**config.mk**
```make
export PLATFORM = sky130hd
export DESIGN_NAME = pts_stats
export DESIGN_NICKNAME = d
export VERILOG_FILES = /design/src/core/pts_pkg.sv /design/src/core/pts_cnt_if.sv /design/src/core/pts_counter.sv /design/src/core/pts_size_bin.sv /design/src/core/pts_stats.sv
export VERILOG_INCLUDE_DIRS = /design/src /design/src/core
export SDC_FILE = /design/constraint.sdc
export NUM_CORES = 1
export LEC_CHECK = 0
export ABC_AREA = 0
export BUFFER_PORTS_ARGS = -buffer_cell sky130_fd_sc_hd__buf_4
export CAP_MARGIN = 20
export CORE_MARGIN = 8
export CORE_UTILIZATION = 50
export CTS_CLUSTER_SIZE = 24
export DETAILED_ROUTE_END_ITERATION = 10
export GPL_ROUTABILITY_DRIVEN = 0
export PLACE_DENSITY = 0.72
export SYNTH_ARGS = -nofsm -noshare
export SYNTH_HDL_FRONTEND = slang
export SYNTH_SLANG_ARGS = --single-unit
```
**constraint.sdc**
```tcl
create_clock -name clk_sys -period 12 [get_ports clk_sys]
set_clock_uncertainty 0.05 [all_clocks]
set_input_delay 1.2 -clock clk_sys [delete_from_list [all_inputs] [get_ports clk_sys]]
set_output_delay 1.2 -clock clk_sys [all_outputs]
set_load 0.01 [all_outputs]
```
**src/core/pts_defs.svh**
```systemverilog
// constants and bit positions of the port traffic statistics block
`ifndef PTS_DEFS_SVH
`define PTS_DEFS_SVH

// ----------------------------------------------------------------
// counter layout
// ----------------------------------------------------------------
`define PTS_CNT_RESET 32'h00000000
`define PTS_NUM_BINS 6
`define PTS_CNT_TX_OCTETS 0
`define PTS_CNT_NET_OCTETS 1
`define PTS_CNT_HIST0 2

// ----------------------------------------------------------------
// size bucket positions and bounds
// ----------------------------------------------------------------
`define PTS_BIN_64 0
`define PTS_BIN_65_127 1
`define PTS_BIN_128_255 2
`define PTS_BIN_256_511 3
`define PTS_BIN_512_1023 4
`define PTS_BIN_1024_UP 5
`define PTS_LEN_64 16'h0040
`define PTS_LEN_128 16'h0080
`define PTS_LEN_256 16'h0100
`define PTS_LEN_512 16'h0200
`define PTS_LEN_1024 16'h0400

// ----------------------------------------------------------------
// collision timing
// ----------------------------------------------------------------
`define PTS_SLOT_BITS 512
`define PTS_BITS_PER_BYTE 8
`define PTS_COLL_LIMIT 16

`endif

```
**src/core/pts_pkg.sv**
```systemverilog
// types shared by the port traffic statistics modules
package pts_pkg;

	// transmit attempt tracker, one-hot
	typedef enum logic [1:0] {
		pts_tx_idle = 2'b01,
		pts_tx_retry = 2'b10
	} pts_tx_state_type;

	typedef logic [4:0] pts_coll_cnt_type;

endpackage

```
**src/core/pts_cnt_if.sv**
```systemverilog
// add request and value of one statistics counter
`timescale 1ns/10ps
`default_nettype none

interface pts_cnt_if #(parameter int CNT_W = 32) ();
	logic add_en;
	logic [CNT_W-1:0] amount;
	logic [CNT_W-1:0] value;

	modport owner (output add_en, output amount, input value);
	modport counter (input add_en, input amount, output value);
endinterface

`default_nettype wire

```
**src/core/pts_counter.sv**
```systemverilog
// one wrapping statistics counter
`timescale 1ns/10ps
`default_nettype none
`include "pts_defs.svh"

module pts_counter #(
	parameter int CNT_W = 32
) (
	input wire logic clk_sys,
	input wire logic rst,
	pts_cnt_if.counter bus
);

	logic [CNT_W-1:0] value_reg;
	logic [CNT_W-1:0] value_next;

	// whole amount in one step; carry out dropped so the count wraps
	assign value_next = bus.add_en ? value_reg + bus.amount : value_reg;

	always_ff @(posedge clk_sys or posedge rst) begin
		if (rst) begin
			value_reg <= CNT_W'(`PTS_CNT_RESET);
		end else begin
			value_reg <= value_next;
		end
	end

	assign bus.value = value_reg;

	property p_cnt_add;
		@(posedge clk_sys) disable iff (rst)
		bus.add_en |=> bus.value == CNT_W'($past(bus.value) + $past(bus.amount));
	endproperty
	a_cnt_add: assert property (p_cnt_add) else $error("counter did not add amount");

endmodule

`default_nettype wire

```
**src/core/pts_size_bin.sv**
```systemverilog
// sorts one frame length into the six size buckets
`timescale 1ns/10ps
`default_nettype none
`include "pts_defs.svh"

module pts_size_bin #(
	parameter int LEN_W = 16
) (
	input wire logic [LEN_W-1:0] frame_len,
	input wire logic [LEN_W-1:0] max_rx_frame_length,
	input wire logic is_rx,
	input wire logic qualify,
	output logic [`PTS_NUM_BINS-1:0] bin_hit
);

	// frames below 64 bytes fall in no bucket
	always_comb begin
		bin_hit = '0;
		if (qualify) begin
			bin_hit[`PTS_BIN_64] = frame_len == LEN_W'(`PTS_LEN_64);
			bin_hit[`PTS_BIN_65_127] = frame_len > LEN_W'(`PTS_LEN_64)
				&& frame_len < LEN_W'(`PTS_LEN_128);
			bin_hit[`PTS_BIN_128_255] = frame_len >= LEN_W'(`PTS_LEN_128)
				&& frame_len < LEN_W'(`PTS_LEN_256);
			bin_hit[`PTS_BIN_256_511] = frame_len >= LEN_W'(`PTS_LEN_256)
				&& frame_len < LEN_W'(`PTS_LEN_512);
			bin_hit[`PTS_BIN_512_1023] = frame_len >= LEN_W'(`PTS_LEN_512)
				&& frame_len < LEN_W'(`PTS_LEN_1024);
			// receive is capped by the configured maximum, transmit is open ended
			bin_hit[`PTS_BIN_1024_UP] = frame_len >= LEN_W'(`PTS_LEN_1024)
				&& (!is_rx || frame_len <= max_rx_frame_length);
		end
	end

endmodule

`default_nettype wire

```
**src/core/pts_stats.sv**
```systemverilog
// port traffic statistics: byte counters and frame size histogram
`timescale 1ns/10ps
`default_nettype none
`include "pts_defs.svh"

module pts_stats #(
	parameter int LEN_W = 16,
	parameter int CNT_W = 32
) (
	input wire logic clk_sys,
	input wire logic rst,
	input wire logic half_duplex,
	input wire logic [LEN_W-1:0] max_rx_frame_length,
	input wire logic tx_attempt_end,
	input wire logic [LEN_W-1:0] tx_attempt_bytes,
	input wire logic tx_collision,
	input wire logic tx_carrier_loss,
	input wire logic tx_underrun,
	input wire logic rx_frame_end,
	input wire logic [LEN_W-1:0] rx_frame_bytes,
	input wire logic rx_flow_jam,
	input wire logic [LEN_W-1:0] rx_jam_bytes,
	output logic [CNT_W-1:0] tx_octets_count,
	output logic [CNT_W-1:0] net_octets_count,
	output logic [`PTS_NUM_BINS-1:0][CNT_W-1:0] hist_count,
	output logic tx_late_coll,
	output logic tx_excess_coll,
	output logic [4:0] tx_retry_count
);

	// ----------------------------------------------------------------
	// constants
	// ----------------------------------------------------------------
	localparam int NUM_CNT = `PTS_NUM_BINS + 2;
	// 512 bit times expressed in bytes on the wire
	localparam logic [LEN_W-1:0] LATE_BYTES = LEN_W'(`PTS_SLOT_BITS / `PTS_BITS_PER_BYTE);
	localparam pts_pkg::pts_coll_cnt_type LAST_RETRY = 5'(`PTS_COLL_LIMIT - 1);

	// ----------------------------------------------------------------
	// declarations
	// ----------------------------------------------------------------
	pts_pkg::pts_tx_state_type tx_state_reg;
	pts_pkg::pts_tx_state_type tx_state_next;
	pts_pkg::pts_coll_cnt_type coll_cnt_reg;
	pts_pkg::pts_coll_cnt_type coll_cnt_next;
	logic late_reg;
	logic excess_reg;
	logic coll_any;
	logic coll_late;
	logic coll_early;
	logic coll_excess;
	logic tx_done;
	logic tx_good;
	logic tx_hist_ok;
	logic [LEN_W-1:0] rx_net_bytes;
	logic [LEN_W:0] net_amt_next;
	logic [LEN_W:0] net_amt_reg;
	logic net_en_reg;
	logic [LEN_W-1:0] tx_oct_amt_reg;
	logic tx_oct_en_reg;
	logic [`PTS_NUM_BINS-1:0] rx_bin;
	logic [`PTS_NUM_BINS-1:0] tx_bin;
	logic [`PTS_NUM_BINS-1:0][1:0] bin_amt_next;
	logic [`PTS_NUM_BINS-1:0][1:0] bin_amt_reg;

	// ----------------------------------------------------------------
	// transmit attempt classification
	// ----------------------------------------------------------------
	// a collision past the slot time is late and ends the frame for good
	assign coll_any = tx_attempt_end && tx_collision;
	assign coll_late = coll_any && (tx_attempt_bytes > LATE_BYTES);
	assign coll_early = coll_any && !coll_late;
	// the sixteenth early collision abandons the frame
	assign coll_excess = coll_early && (coll_cnt_reg == LAST_RETRY);
	// an attempt without collision finishes the frame, carrier loss included
	assign tx_done = tx_attempt_end && !tx_collision;
	assign tx_good = tx_done && !tx_carrier_loss && !tx_underrun;
	// carrier loss keeps a frame out of the buckets unless it is exactly 64 bytes
	assign tx_hist_ok = tx_done
		&& (!tx_carrier_loss || tx_attempt_bytes == LEN_W'(`PTS_LEN_64));
	// late and excessive frames never reach tx_done, so they skip the buckets

	// retry tracker: stays in retry while early collisions pile up
	always_comb begin
		tx_state_next = tx_state_reg;
		coll_cnt_next = coll_cnt_reg;
		case (tx_state_reg)
			pts_pkg::pts_tx_idle: begin
				if (coll_early && !coll_excess) begin
					tx_state_next = pts_pkg::pts_tx_retry;
					coll_cnt_next = 5'h01;
				end
			end
			pts_pkg::pts_tx_retry: begin
				if (coll_early && !coll_excess) begin
					coll_cnt_next = coll_cnt_reg + 5'h01;
				end else if (tx_attempt_end) begin
					// done, late or excessive: the next attempt is a new frame
					tx_state_next = pts_pkg::pts_tx_idle;
					coll_cnt_next = 5'h00;
				end
			end
			default: begin
				tx_state_next = pts_pkg::pts_tx_idle;
				coll_cnt_next = 5'h00;
			end
		endcase
	end

	// tracker state
	always_ff @(posedge clk_sys or posedge rst) begin
		if (rst) begin
			tx_state_reg <= pts_pkg::pts_tx_idle;
			coll_cnt_reg <= 5'h00;
		end else begin
			tx_state_reg <= tx_state_next;
			coll_cnt_reg <= coll_cnt_next;
		end
	end

	// abandon indications, one cycle each
	always_ff @(posedge clk_sys or posedge rst) begin
		if (rst) begin
			late_reg <= 1'b0;
			excess_reg <= 1'b0;
		end else begin
			late_reg <= coll_late;
			excess_reg <= coll_excess;
		end
	end

	// ----------------------------------------------------------------
	// byte amounts
	// ----------------------------------------------------------------
	// in half duplex a flow-control jam counts rx_jam_bytes in place of rx_frame_bytes, cutting the frame at the jam point
	assign rx_net_bytes = (half_duplex && rx_flow_jam) ? rx_jam_bytes : rx_frame_bytes;
	// every attempt counts, errors or not, so retries add their partial bytes again
	always_comb begin
		net_amt_next = '0;
		if (rx_frame_end) begin
			net_amt_next = net_amt_next + {1'b0, rx_net_bytes};
		end
		if (tx_attempt_end) begin
			net_amt_next = net_amt_next + {1'b0, tx_attempt_bytes};
		end
	end
	// carrier loss still reaches the net count through tx_attempt_end
	// no error input gates the net amount

	// staged so the counters see one registered request per cycle
	always_ff @(posedge clk_sys or posedge rst) begin
		if (rst) begin
			net_en_reg <= 1'b0;
			net_amt_reg <= '0;
			tx_oct_en_reg <= 1'b0;
			tx_oct_amt_reg <= '0;
		end else begin
			net_en_reg <= rx_frame_end || tx_attempt_end;
			net_amt_reg <= net_amt_next;
			tx_oct_en_reg <= tx_good;
			tx_oct_amt_reg <= tx_good ? tx_attempt_bytes : '0;
		end
	end

	// ----------------------------------------------------------------
	// size buckets
	// ----------------------------------------------------------------
	pts_size_bin #(.LEN_W(LEN_W)) u_rx_bin (
		.frame_len(rx_frame_bytes),
		.max_rx_frame_length(max_rx_frame_length),
		.is_rx(1'b1),
		.qualify(rx_frame_end),
		.bin_hit(rx_bin)
	);

	pts_size_bin #(.LEN_W(LEN_W)) u_tx_bin (
		.frame_len(tx_attempt_bytes),
		.max_rx_frame_length(max_rx_frame_length),
		.is_rx(1'b0),
		.qualify(tx_hist_ok),
		.bin_hit(tx_bin)
	);

	// a receive and a transmit can end together and land in the same bucket
	always_comb begin
		for (int b = 0; b < `PTS_NUM_BINS; b++) begin
			bin_amt_next[b] = {1'b0, rx_bin[b]} + {1'b0, tx_bin[b]};
		end
	end
	// tx_hist_ok keeps collisions, and carrier loss other than at 64 bytes, out of the transmit buckets; underrun is not gated and still reaches them

	always_ff @(posedge clk_sys or posedge rst) begin
		if (rst) begin
			bin_amt_reg <= '0;
		end else begin
			bin_amt_reg <= bin_amt_next;
		end
	end

	// ----------------------------------------------------------------
	// counters
	// ----------------------------------------------------------------
	pts_cnt_if #(.CNT_W(CNT_W)) cnt_bus [NUM_CNT] ();

	genvar g;
	for (g = 0; g < NUM_CNT; g++) begin : gen_cnt
		pts_counter #(.CNT_W(CNT_W)) u_cnt (
			.clk_sys(clk_sys),
			.rst(rst),
			.bus(cnt_bus[g])
		);
	end

	assign cnt_bus[`PTS_CNT_TX_OCTETS].add_en = tx_oct_en_reg;
	assign cnt_bus[`PTS_CNT_TX_OCTETS].amount = CNT_W'(tx_oct_amt_reg);
	assign cnt_bus[`PTS_CNT_NET_OCTETS].add_en = net_en_reg;
	assign cnt_bus[`PTS_CNT_NET_OCTETS].amount = CNT_W'(net_amt_reg);

	for (g = 0; g < `PTS_NUM_BINS; g++) begin : gen_bin
		assign cnt_bus[`PTS_CNT_HIST0 + g].add_en = bin_amt_reg[g] != 2'h0;
		assign cnt_bus[`PTS_CNT_HIST0 + g].amount = CNT_W'(bin_amt_reg[g]);
		assign hist_count[g] = cnt_bus[`PTS_CNT_HIST0 + g].value;
	end

	// ----------------------------------------------------------------
	// outputs
	// ----------------------------------------------------------------
	assign tx_octets_count = cnt_bus[`PTS_CNT_TX_OCTETS].value;
	assign net_octets_count = cnt_bus[`PTS_CNT_NET_OCTETS].value;
	assign tx_late_coll = late_reg;
	assign tx_excess_coll = excess_reg;
	assign tx_retry_count = coll_cnt_reg;

	// ----------------------------------------------------------------
	// checks
	// ----------------------------------------------------------------
	property p_tx_good_adds;
		@(posedge clk_sys) disable iff (rst)
		tx_attempt_end && !tx_collision && !tx_carrier_loss && !tx_underrun
		|-> ##2 tx_octets_count == CNT_W'($past(tx_octets_count)
			+ CNT_W'($past(tx_attempt_bytes, 2)));
	endproperty
	a_tx_good_adds: assert property (p_tx_good_adds)
		else $error("good frame not added to transmit bytes");

	property p_tx_bad_skips;
		@(posedge clk_sys) disable iff (rst)
		tx_attempt_end && (tx_collision || tx_carrier_loss || tx_underrun)
		|-> ##2 $stable(tx_octets_count);
	endproperty
	a_tx_bad_skips: assert property (p_tx_bad_skips)
		else $error("bad frame added to transmit bytes");

	property p_net_rx;
		@(posedge clk_sys) disable iff (rst)
		rx_frame_end && !tx_attempt_end && !(half_duplex && rx_flow_jam)
		|-> ##2 net_octets_count == CNT_W'($past(net_octets_count)
			+ CNT_W'($past(rx_frame_bytes, 2)));
	endproperty
	a_net_rx: assert property (p_net_rx)
		else $error("received bytes missing from net count");

	property p_net_carrier;
		@(posedge clk_sys) disable iff (rst)
		tx_attempt_end && tx_carrier_loss && !rx_frame_end
		|-> ##2 net_octets_count == CNT_W'($past(net_octets_count)
			+ CNT_W'($past(tx_attempt_bytes, 2)));
	endproperty
	a_net_carrier: assert property (p_net_carrier)
		else $error("carrier loss bytes missing from net count");

	property p_net_coll;
		@(posedge clk_sys) disable iff (rst)
		coll_any && !rx_frame_end
		|-> ##2 net_octets_count == CNT_W'($past(net_octets_count)
			+ CNT_W'($past(tx_attempt_bytes, 2)));
	endproperty
	a_net_coll: assert property (p_net_coll)
		else $error("collision attempt bytes missing from net count");

	property p_net_jam;
		@(posedge clk_sys) disable iff (rst)
		rx_frame_end && half_duplex && rx_flow_jam && !tx_attempt_end
		|-> ##2 net_octets_count == CNT_W'($past(net_octets_count)
			+ CNT_W'($past(rx_jam_bytes, 2)));
	endproperty
	a_net_jam: assert property (p_net_jam)
		else $error("jammed receive not cut at jam point");

	property p_bin64_tx;
		@(posedge clk_sys) disable iff (rst)
		tx_done && tx_attempt_bytes == LEN_W'(`PTS_LEN_64) && !rx_frame_end
		|-> ##2 hist_count[`PTS_BIN_64] == CNT_W'($past(hist_count[`PTS_BIN_64]) + 1);
	endproperty
	a_bin64_tx: assert property (p_bin64_tx)
		else $error("64 byte transmit frame not counted");

	property p_late_skips_bins;
		@(posedge clk_sys) disable iff (rst)
		coll_any && !rx_frame_end |-> ##2 $stable(hist_count);
	endproperty
	a_late_skips_bins: assert property (p_late_skips_bins)
		else $error("collided attempt reached a size bucket");

	property p_bin_65_127;
		@(posedge clk_sys) disable iff (rst)
		rx_frame_end && !tx_attempt_end && rx_frame_bytes > LEN_W'(`PTS_LEN_64)
		&& rx_frame_bytes < LEN_W'(`PTS_LEN_128)
		|-> ##2 hist_count[`PTS_BIN_65_127]
			== CNT_W'($past(hist_count[`PTS_BIN_65_127]) + 1);
	endproperty
	a_bin_65_127: assert property (p_bin_65_127)
		else $error("65 to 127 byte frame not counted");

	property p_rx_over_max;
		@(posedge clk_sys) disable iff (rst)
		rx_frame_end && !tx_attempt_end && rx_frame_bytes > max_rx_frame_length
		|-> ##2 $stable(hist_count[`PTS_BIN_1024_UP]);
	endproperty
	a_rx_over_max: assert property (p_rx_over_max)
		else $error("oversize receive counted in top bucket");

	property p_late_flag;
		@(posedge clk_sys) disable iff (rst)
		coll_any && tx_attempt_bytes > LATE_BYTES |=> tx_late_coll && tx_retry_count == 5'h00;
	endproperty
	a_late_flag: assert property (p_late_flag)
		else $error("late collision not flagged");

	property p_excess_flag;
		@(posedge clk_sys) disable iff (rst)
		coll_any && tx_attempt_bytes <= LATE_BYTES && tx_retry_count == LAST_RETRY
		|=> tx_excess_coll && tx_retry_count == 5'h00;
	endproperty
	a_excess_flag: assert property (p_excess_flag)
		else $error("sixteenth collision not flagged excessive");

	c_excess: cover property (@(posedge clk_sys) disable iff (rst) tx_excess_coll);
	c_late: cover property (@(posedge clk_sys) disable iff (rst) tx_late_coll);
	c_carrier64: cover property (@(posedge clk_sys) disable iff (rst)
		tx_done && tx_carrier_loss && tx_attempt_bytes == LEN_W'(`PTS_LEN_64));
	c_both_end: cover property (@(posedge clk_sys) disable iff (rst)
		rx_frame_end && tx_attempt_end);

endmodule

`default_nettype wire

```
# Word level (Yosys, flattened, before mapping)

Cells that the tools add are included.

Word-level logic and storage cells: 114
Register bits: 312

Magnitude comparators: 19
Multiplexer cells: 14
Reductions and logical operators: 34
Equality and inequality tests: 9
Add/subtract/negate cells: 16

Operator list:

| kind                                                                | number |
|---|---|
| adder 32 x 2 -> 32 bit                                              | 6 |
| 2-to-1 mux 16 bit                                                   | 3 |
| adder 32 x 16 -> 32 bit                                             | 1 |
| adder 32 x 17 -> 32 bit                                             | 1 |
| equality test 16 x 7 -> 1 bit, second input constant                | 2 |
| greater-or-equal comparator 16 x 10 -> 1 bit, second input constant | 2 |
| greater-or-equal comparator 16 x 11 -> 1 bit, second input constant | 2 |
| greater-or-equal comparator 16 x 8 -> 1 bit, second input constant  | 2 |
| greater-or-equal comparator 16 x 9 -> 1 bit, second input constant  | 2 |
| greater-than comparator 16 x 7 -> 1 bit, second input constant      | 2 |
| < comparator 16 x 10 -> 1 bit, second input constant                | 2 |
| < comparator 16 x 11 -> 1 bit, second input constant                | 2 |
| < comparator 16 x 8 -> 1 bit, second input constant                 | 2 |
| < comparator 16 x 9 -> 1 bit, second input constant                 | 2 |
| logical AND 1 bit                                                   | 19 |
| adder 17 x 16 -> 17 bit                                             | 1 |
| 2-to-1 mux 17 bit                                                   | 1 |
| less-or-equal comparator 16 bit                                     | 1 |
| 2-to-1 mux 5 bit                                                    | 3 |
| adder 1 x 1 -> 2 bit                                                | 6 |
| 2-to-1 mux 6 bit                                                    | 2 |
| nonzero test 2 bit                                                  | 6 |
| one-hot mux 5 bit (2 select lines)                                  | 1 |
| 2-to-1 mux 2 bit                                                    | 3 |
| 11 further kinds                                                    | 18 |

# Depth between registers and ports, before layout

Word-level depth: 9
Gate-level depth with buffers: 15
Gate-level depth less buffers: 13

# By module

From an unflattened synthesis, not the netlist that was laid out.

Cell total of the unflattened synthesis: 2778
Area total of the unflattened synthesis: 26045.0 um2

By module, submodules not included:

| module                              | cells each | sequential area each (um2) | instances | area an instance (um2) |
|---|---|---|---|---|
| pts_counter at gen_cnt[0].u_cnt ... | 283        | 800.8                      | 6         | 2697.6 |
| pts_stats                           | 337        | 1402.6                     | 1         | 3306.9 |
| pts_counter at gen_cnt[2].u_cnt     | 312        | 800.8                      | 1         | 2832.7 |
| pts_counter at gen_cnt[1].u_cnt     | 287        | 800.8                      | 1         | 2726.4 |
| pts_size_bin                        | 72         | 0.0                        | 2         | 496.7 |

# Least setup slack after synthesis

OpenSTA, ideal clock, no wires.

Path type: input -> register
From: input port half_duplex
To: register net_amt_reg[14]
Data arrival time: 3.834 ns
Setup slack: 7.991 ns
Library setup time: 0.125 ns
Path buffers: 1
Stages: 12
Cell sequence: and2_1 clkbuf_1 nand2_1 a21boi_0 ha_1 a21o_1 a211o_1 or3_1 nor2b_4 o41a_1 xor2_1 mux2_4

Longest elaborated chain between the ends: 5

RTL lines:

| item                    | RTL line         | source |
|---|---|---|
| start: declaration      | pts_stats.sv:12  | `input wire logic half_duplex,` |
| logical AND 1 bit *     | pts_stats.sv:136 | `assign rx_net_bytes = (half_duplex && rx_flow_jam) ? rx_jam_bytes : rx_frame_bytes;` |
| 2-to-1 mux 16 bit *     | pts_stats.sv:136 |  |
| 2-to-1 mux 16 bit *     | pts_stats.sv:140 | `if (rx_frame_end) begin` |
| adder 17 x 16 -> 17 bit | pts_stats.sv:144 | `net_amt_next = net_amt_next + {1'b0, tx_attempt_bytes};` |
| 2-to-1 mux 17 bit *     | pts_stats.sv:143 | `if (tx_attempt_end) begin` |
| via net_amt_next[14]    | pts_stats.sv:56  | `logic [LEN_W:0] net_amt_next;` |
| end signal: assignment  | pts_stats.sv:159 | `net_amt_reg <= net_amt_next;` |
| end: declaration        | pts_stats.sv:57  | `logic [LEN_W:0] net_amt_reg;` |

The timed path passes the listed nets; every way through them passes the cells marked *.
A chain may end at the register's enable or synchronous reset.

# Worst setup path after layout

Ends and elaborated chain as after synthesis.

==> results.sh <==
export IMPL_status="complete, no violations"
export IMPL_pwr_share_comb_pct=22.6
export IMPL_syn_avg_cell_area_sq_um=10.5
export IMPL_holdPathEnd="gen_cnt[0].u_cnt.bus.value[31]"
export IMPL_powerDensity_nw_per_um2=143
export IMPL_final_area_sq_um=20200
export IMPL_dieArea_sq_um=38200
export IMPL_drt_iter0_drc=782
export IMPL_rsz0062_at_grt="no"
export IMPL_postCtsSetupBuffers=0
export IMPL_start_kind="input pin"
export IMPL_max_freq_mhz=248
export IMPL_holdBufCountCts=0
export IMPL_drc=0
export IMPL_r2r_start="gen_cnt[0].u_cnt.bus.value[0]"
export IMPL_finalHoldViolations=0
export IMPL_syn_nets=1703
export IMPL_min_path_cells=1
export IMPL_r2r_worst_path_cells=9
export IMPL_drive_gt1_share_pct=23.2
export IMPL_largest_reg_flops=256
export IMPL_synthDominantCellAreaShare_pct=48.3
export IMPL_initial_core_util_pct=50.9
export IMPL_die_h_um=196
export IMPL_r2r_end="gen_cnt[0].u_cnt.bus.value[22]"
export IMPL_clock_sinks=312
export IMPL_synth_area_sq_um=16100
export IMPL_ant_nets=0
export IMPL_p_seq_share_pct=41.4
export IMPL_ir_worst_vdd_mv=0.147
export IMPL_grt_overflow_total=0
export IMPL_viasPerCell=5.49
export IMPL_p_sw_share_pct=28.9
export IMPL_nNetsFinal=2063
export IMPL_cp_required_ns=12.34
export IMPL_r2r_slack_ns=8.86
export IMPL_grt_usage_pct=22.0
export IMPL_synth_warnings=0
export IMPL_area_growth_syn_to_layout_pct=25.5
export IMPL_wl_per_cell_um=18.5
export IMPL_cts_root_buf="clkbuf_16"
export IMPL_slew_headroom_pct=27.6
export IMPL_synth_edff_count=0
export IMPL_hold_path_class="reg2reg"
export IMPL_power_mw=2.89
export IMPL_core_area_sq_um=31600
export IMPL_async_flop_share_pct=100
export IMPL_crit_type="in2reg"
export IMPL_period_minus_slack_ns=4.04
export IMPL_worstMarginPinSlew_ns=1.08
export IMPL_setup_viol=0
export IMPL_cts_resized=0
export IMPL_p_leak_nw=10.2
export IMPL_p_clk_share_pct=36.0
export IMPL_die_w_um=196
export IMPL_drv_slew=0
export IMPL_clock_latency_ns=0.51
export IMPL_synth_top_cell_by_area="dfrtp_1"
export IMPL_grt_pass1_wl_um=68900
export IMPL_io_pins=336
export IMPL_p_sw_uw=835
export IMPL_dr_pass1_iters=5
export IMPL_h_tree_depth=2
export IMPL_antenna_found_initial=3
export IMPL_worst_path_max_fanout=16
export IMPL_cts_tree="done"
export IMPL_synth_top_cells_by_area="dfrtp_1 48%, xnor2_1 9.1%, ha_1 6.8%"
export IMPL_dp_hpwl_um=33100
export IMPL_finalWirelength_um=43100
export IMPL_core_rowCount=65
export IMPL_fin_setup_tns_ns=0
export IMPL_cts_max_path_buffers=3
export IMPL_drv_cap=0
export IMPL_end_kind="register"
export IMPL_hp_start="gen_cnt[0].u_cnt.bus.value[31]"
export IMPL_grt_max_degree=118
export IMPL_min_period_over_period_pct=33.6
export IMPL_grt_pass1_vias=12800
export IMPL_clk_pin_slew_worst_paths_ns=0.06
export IMPL_p_int_mw=2.05
export IMPL_cp_arrival_ns=4.38
export IMPL_synthCells=1534
export IMPL_synthFlopType="dfrtp_1"
export IMPL_numPortBuffers=335
export IMPL_yosysSeqAreaShare_pct=48.5
export IMPL_numCtsBuffers=36
export IMPL_ys_types=60
export IMPL_vias=12800
export IMPL_synth_seq_cells=312
export IMPL_place_area_sq_um=19100
## kinds of logic (layout without fill, tap and decap cells)
group	after synthesis	count (layout)	synth area share [%]
adder cells (fa/ha/maj)	96	96	7.87
AND/OR/NAND/NOR	548	548	17.1
flip-flops	312	312	48.5
AO/OA/AOI/OAI	196	196	7.67
other	0	3	0
multiplexers	48	48	3.34
XOR/XNOR	248	248	13.5
buffers and inverters	86	473	2.06
## layout by cell type, fill, tap and decap left out, types with 15 or more instances in the layout
master,synthesis,layout
nor3_1,17,17
clkbuf_16,0,37
ha_1,87,87
nand3_1,81,81
xnor2_1,168,168
clkbuf_1,14,15
a21boi_0,20,20
o21ai_0,37,37
nor2_1,101,101
inv_1,67,66
and4_1,20,20
buf_4,0,341
a21oi_1,59,59
and3_1,30,30
a211oi_1,17,17
nand4_1,54,54
and2_1,24,24
dfrtp_1,311,311
xor2_1,80,80
a21o_1,16,16
mux2_2,42,42
nand2_1,162,162
## per-stage QoR
step | setup WS (ns) | instances | hold WS, ns | util, %
2_1_floorplan | 2.12 | 1534 | 0.453 | -
3_3_place_gp | 7.55 | 2258 | 0.409 | 60.4
3_5_place_dp | 7.48 | 2258 | 0.419 | 60.4
4_1_cts | 8.01 | 2323 | 0.427 | 63.9
5_1_grt | 7.83 | 2326 | 0.437 | 63.9
6_report | 7.96 | 2326 | 0.423 | 63.9
## Yosys cell counts (24+ instances only)
cell type / number
dfrtp_1: 311
xnor2_1: 168
nand2_1: 162
nor2_1: 101
ha_1: 87
nand3_1: 81
xor2_1: 80
inv_1: 67
a21oi_1: 59
nand4_1: 54
mux2_2: 42
o21ai_0: 37
and3_1: 30
and2_1: 24
## cell type report
| cell class | instances | area [sq um] |
|---|---|---|
| fillers | 2583 | 11400 |
| multi-input cells | 1136 | 7980 |
| flip-flops and latches | 312 | 7810 |
| repair buffers | 341 | 2560 |
| clock buffers | 55 | 1020 |
| well taps | 402 | 503 |
| inverters | 67 | 259 |
| clock inverters | 10 | 90.1 |
| diodes | 3 | 7.51 |
## power by group through the flow
| stage | Combinational, mW | Sequential (mW) | Clock [mW] |
|---|---|---|---|
| finish | 0.653 | 1.19 | 1.04 |
| detailed placement | 0.655 | 1.21 | 0 |
| global route | 0.734 | 1.21 | 1.10 |
| CTS | 0.660 | 1.20 | 1.07 |
| global placement | 0.639 | 1.21 | 0 |
| floorplan | 0.404 | 1.23 | 0 |
## how the worst max path moves through the flow
stage / startpoint / endpoint / cells past startpoint
final: half_duplex / net_amt_reg[14] / 12
after global routing: half_duplex / net_amt_reg[14] / 12
after CTS: half_duplex / net_amt_reg[14] / 12
after detailed placement: half_duplex / net_amt_reg[14] / 12
after global placement: half_duplex / net_amt_reg[14] / 12
after floorplan: rst / bin_amt_reg[0] / 1
## layer usage
metal / global-route usage [%] / part of all wire, % / vias to the layer above
met3: 5.14 / 6.9 / 71
li1: - / - / 6054
met2: 36.3 / 47 / 406
met5: 0 / 0 / -
met4: 6.09 / 2.4 / 0
met1: 28.8 / 43 / 6235
## critical path, stage by stage
cell and delay (ns):
buf_4 0.08, and2_1 0.53, nand2_1 0.11, a21boi_0 0.24, ha_1 0.35, a21o_1 0.21, a211o_1 0.30, or3_1 0.40
nor2b_4 0.14, o41a_1 0.39, xor2_1 0.15, mux2_4 0.26
Power figures use the tool's default switching activity.
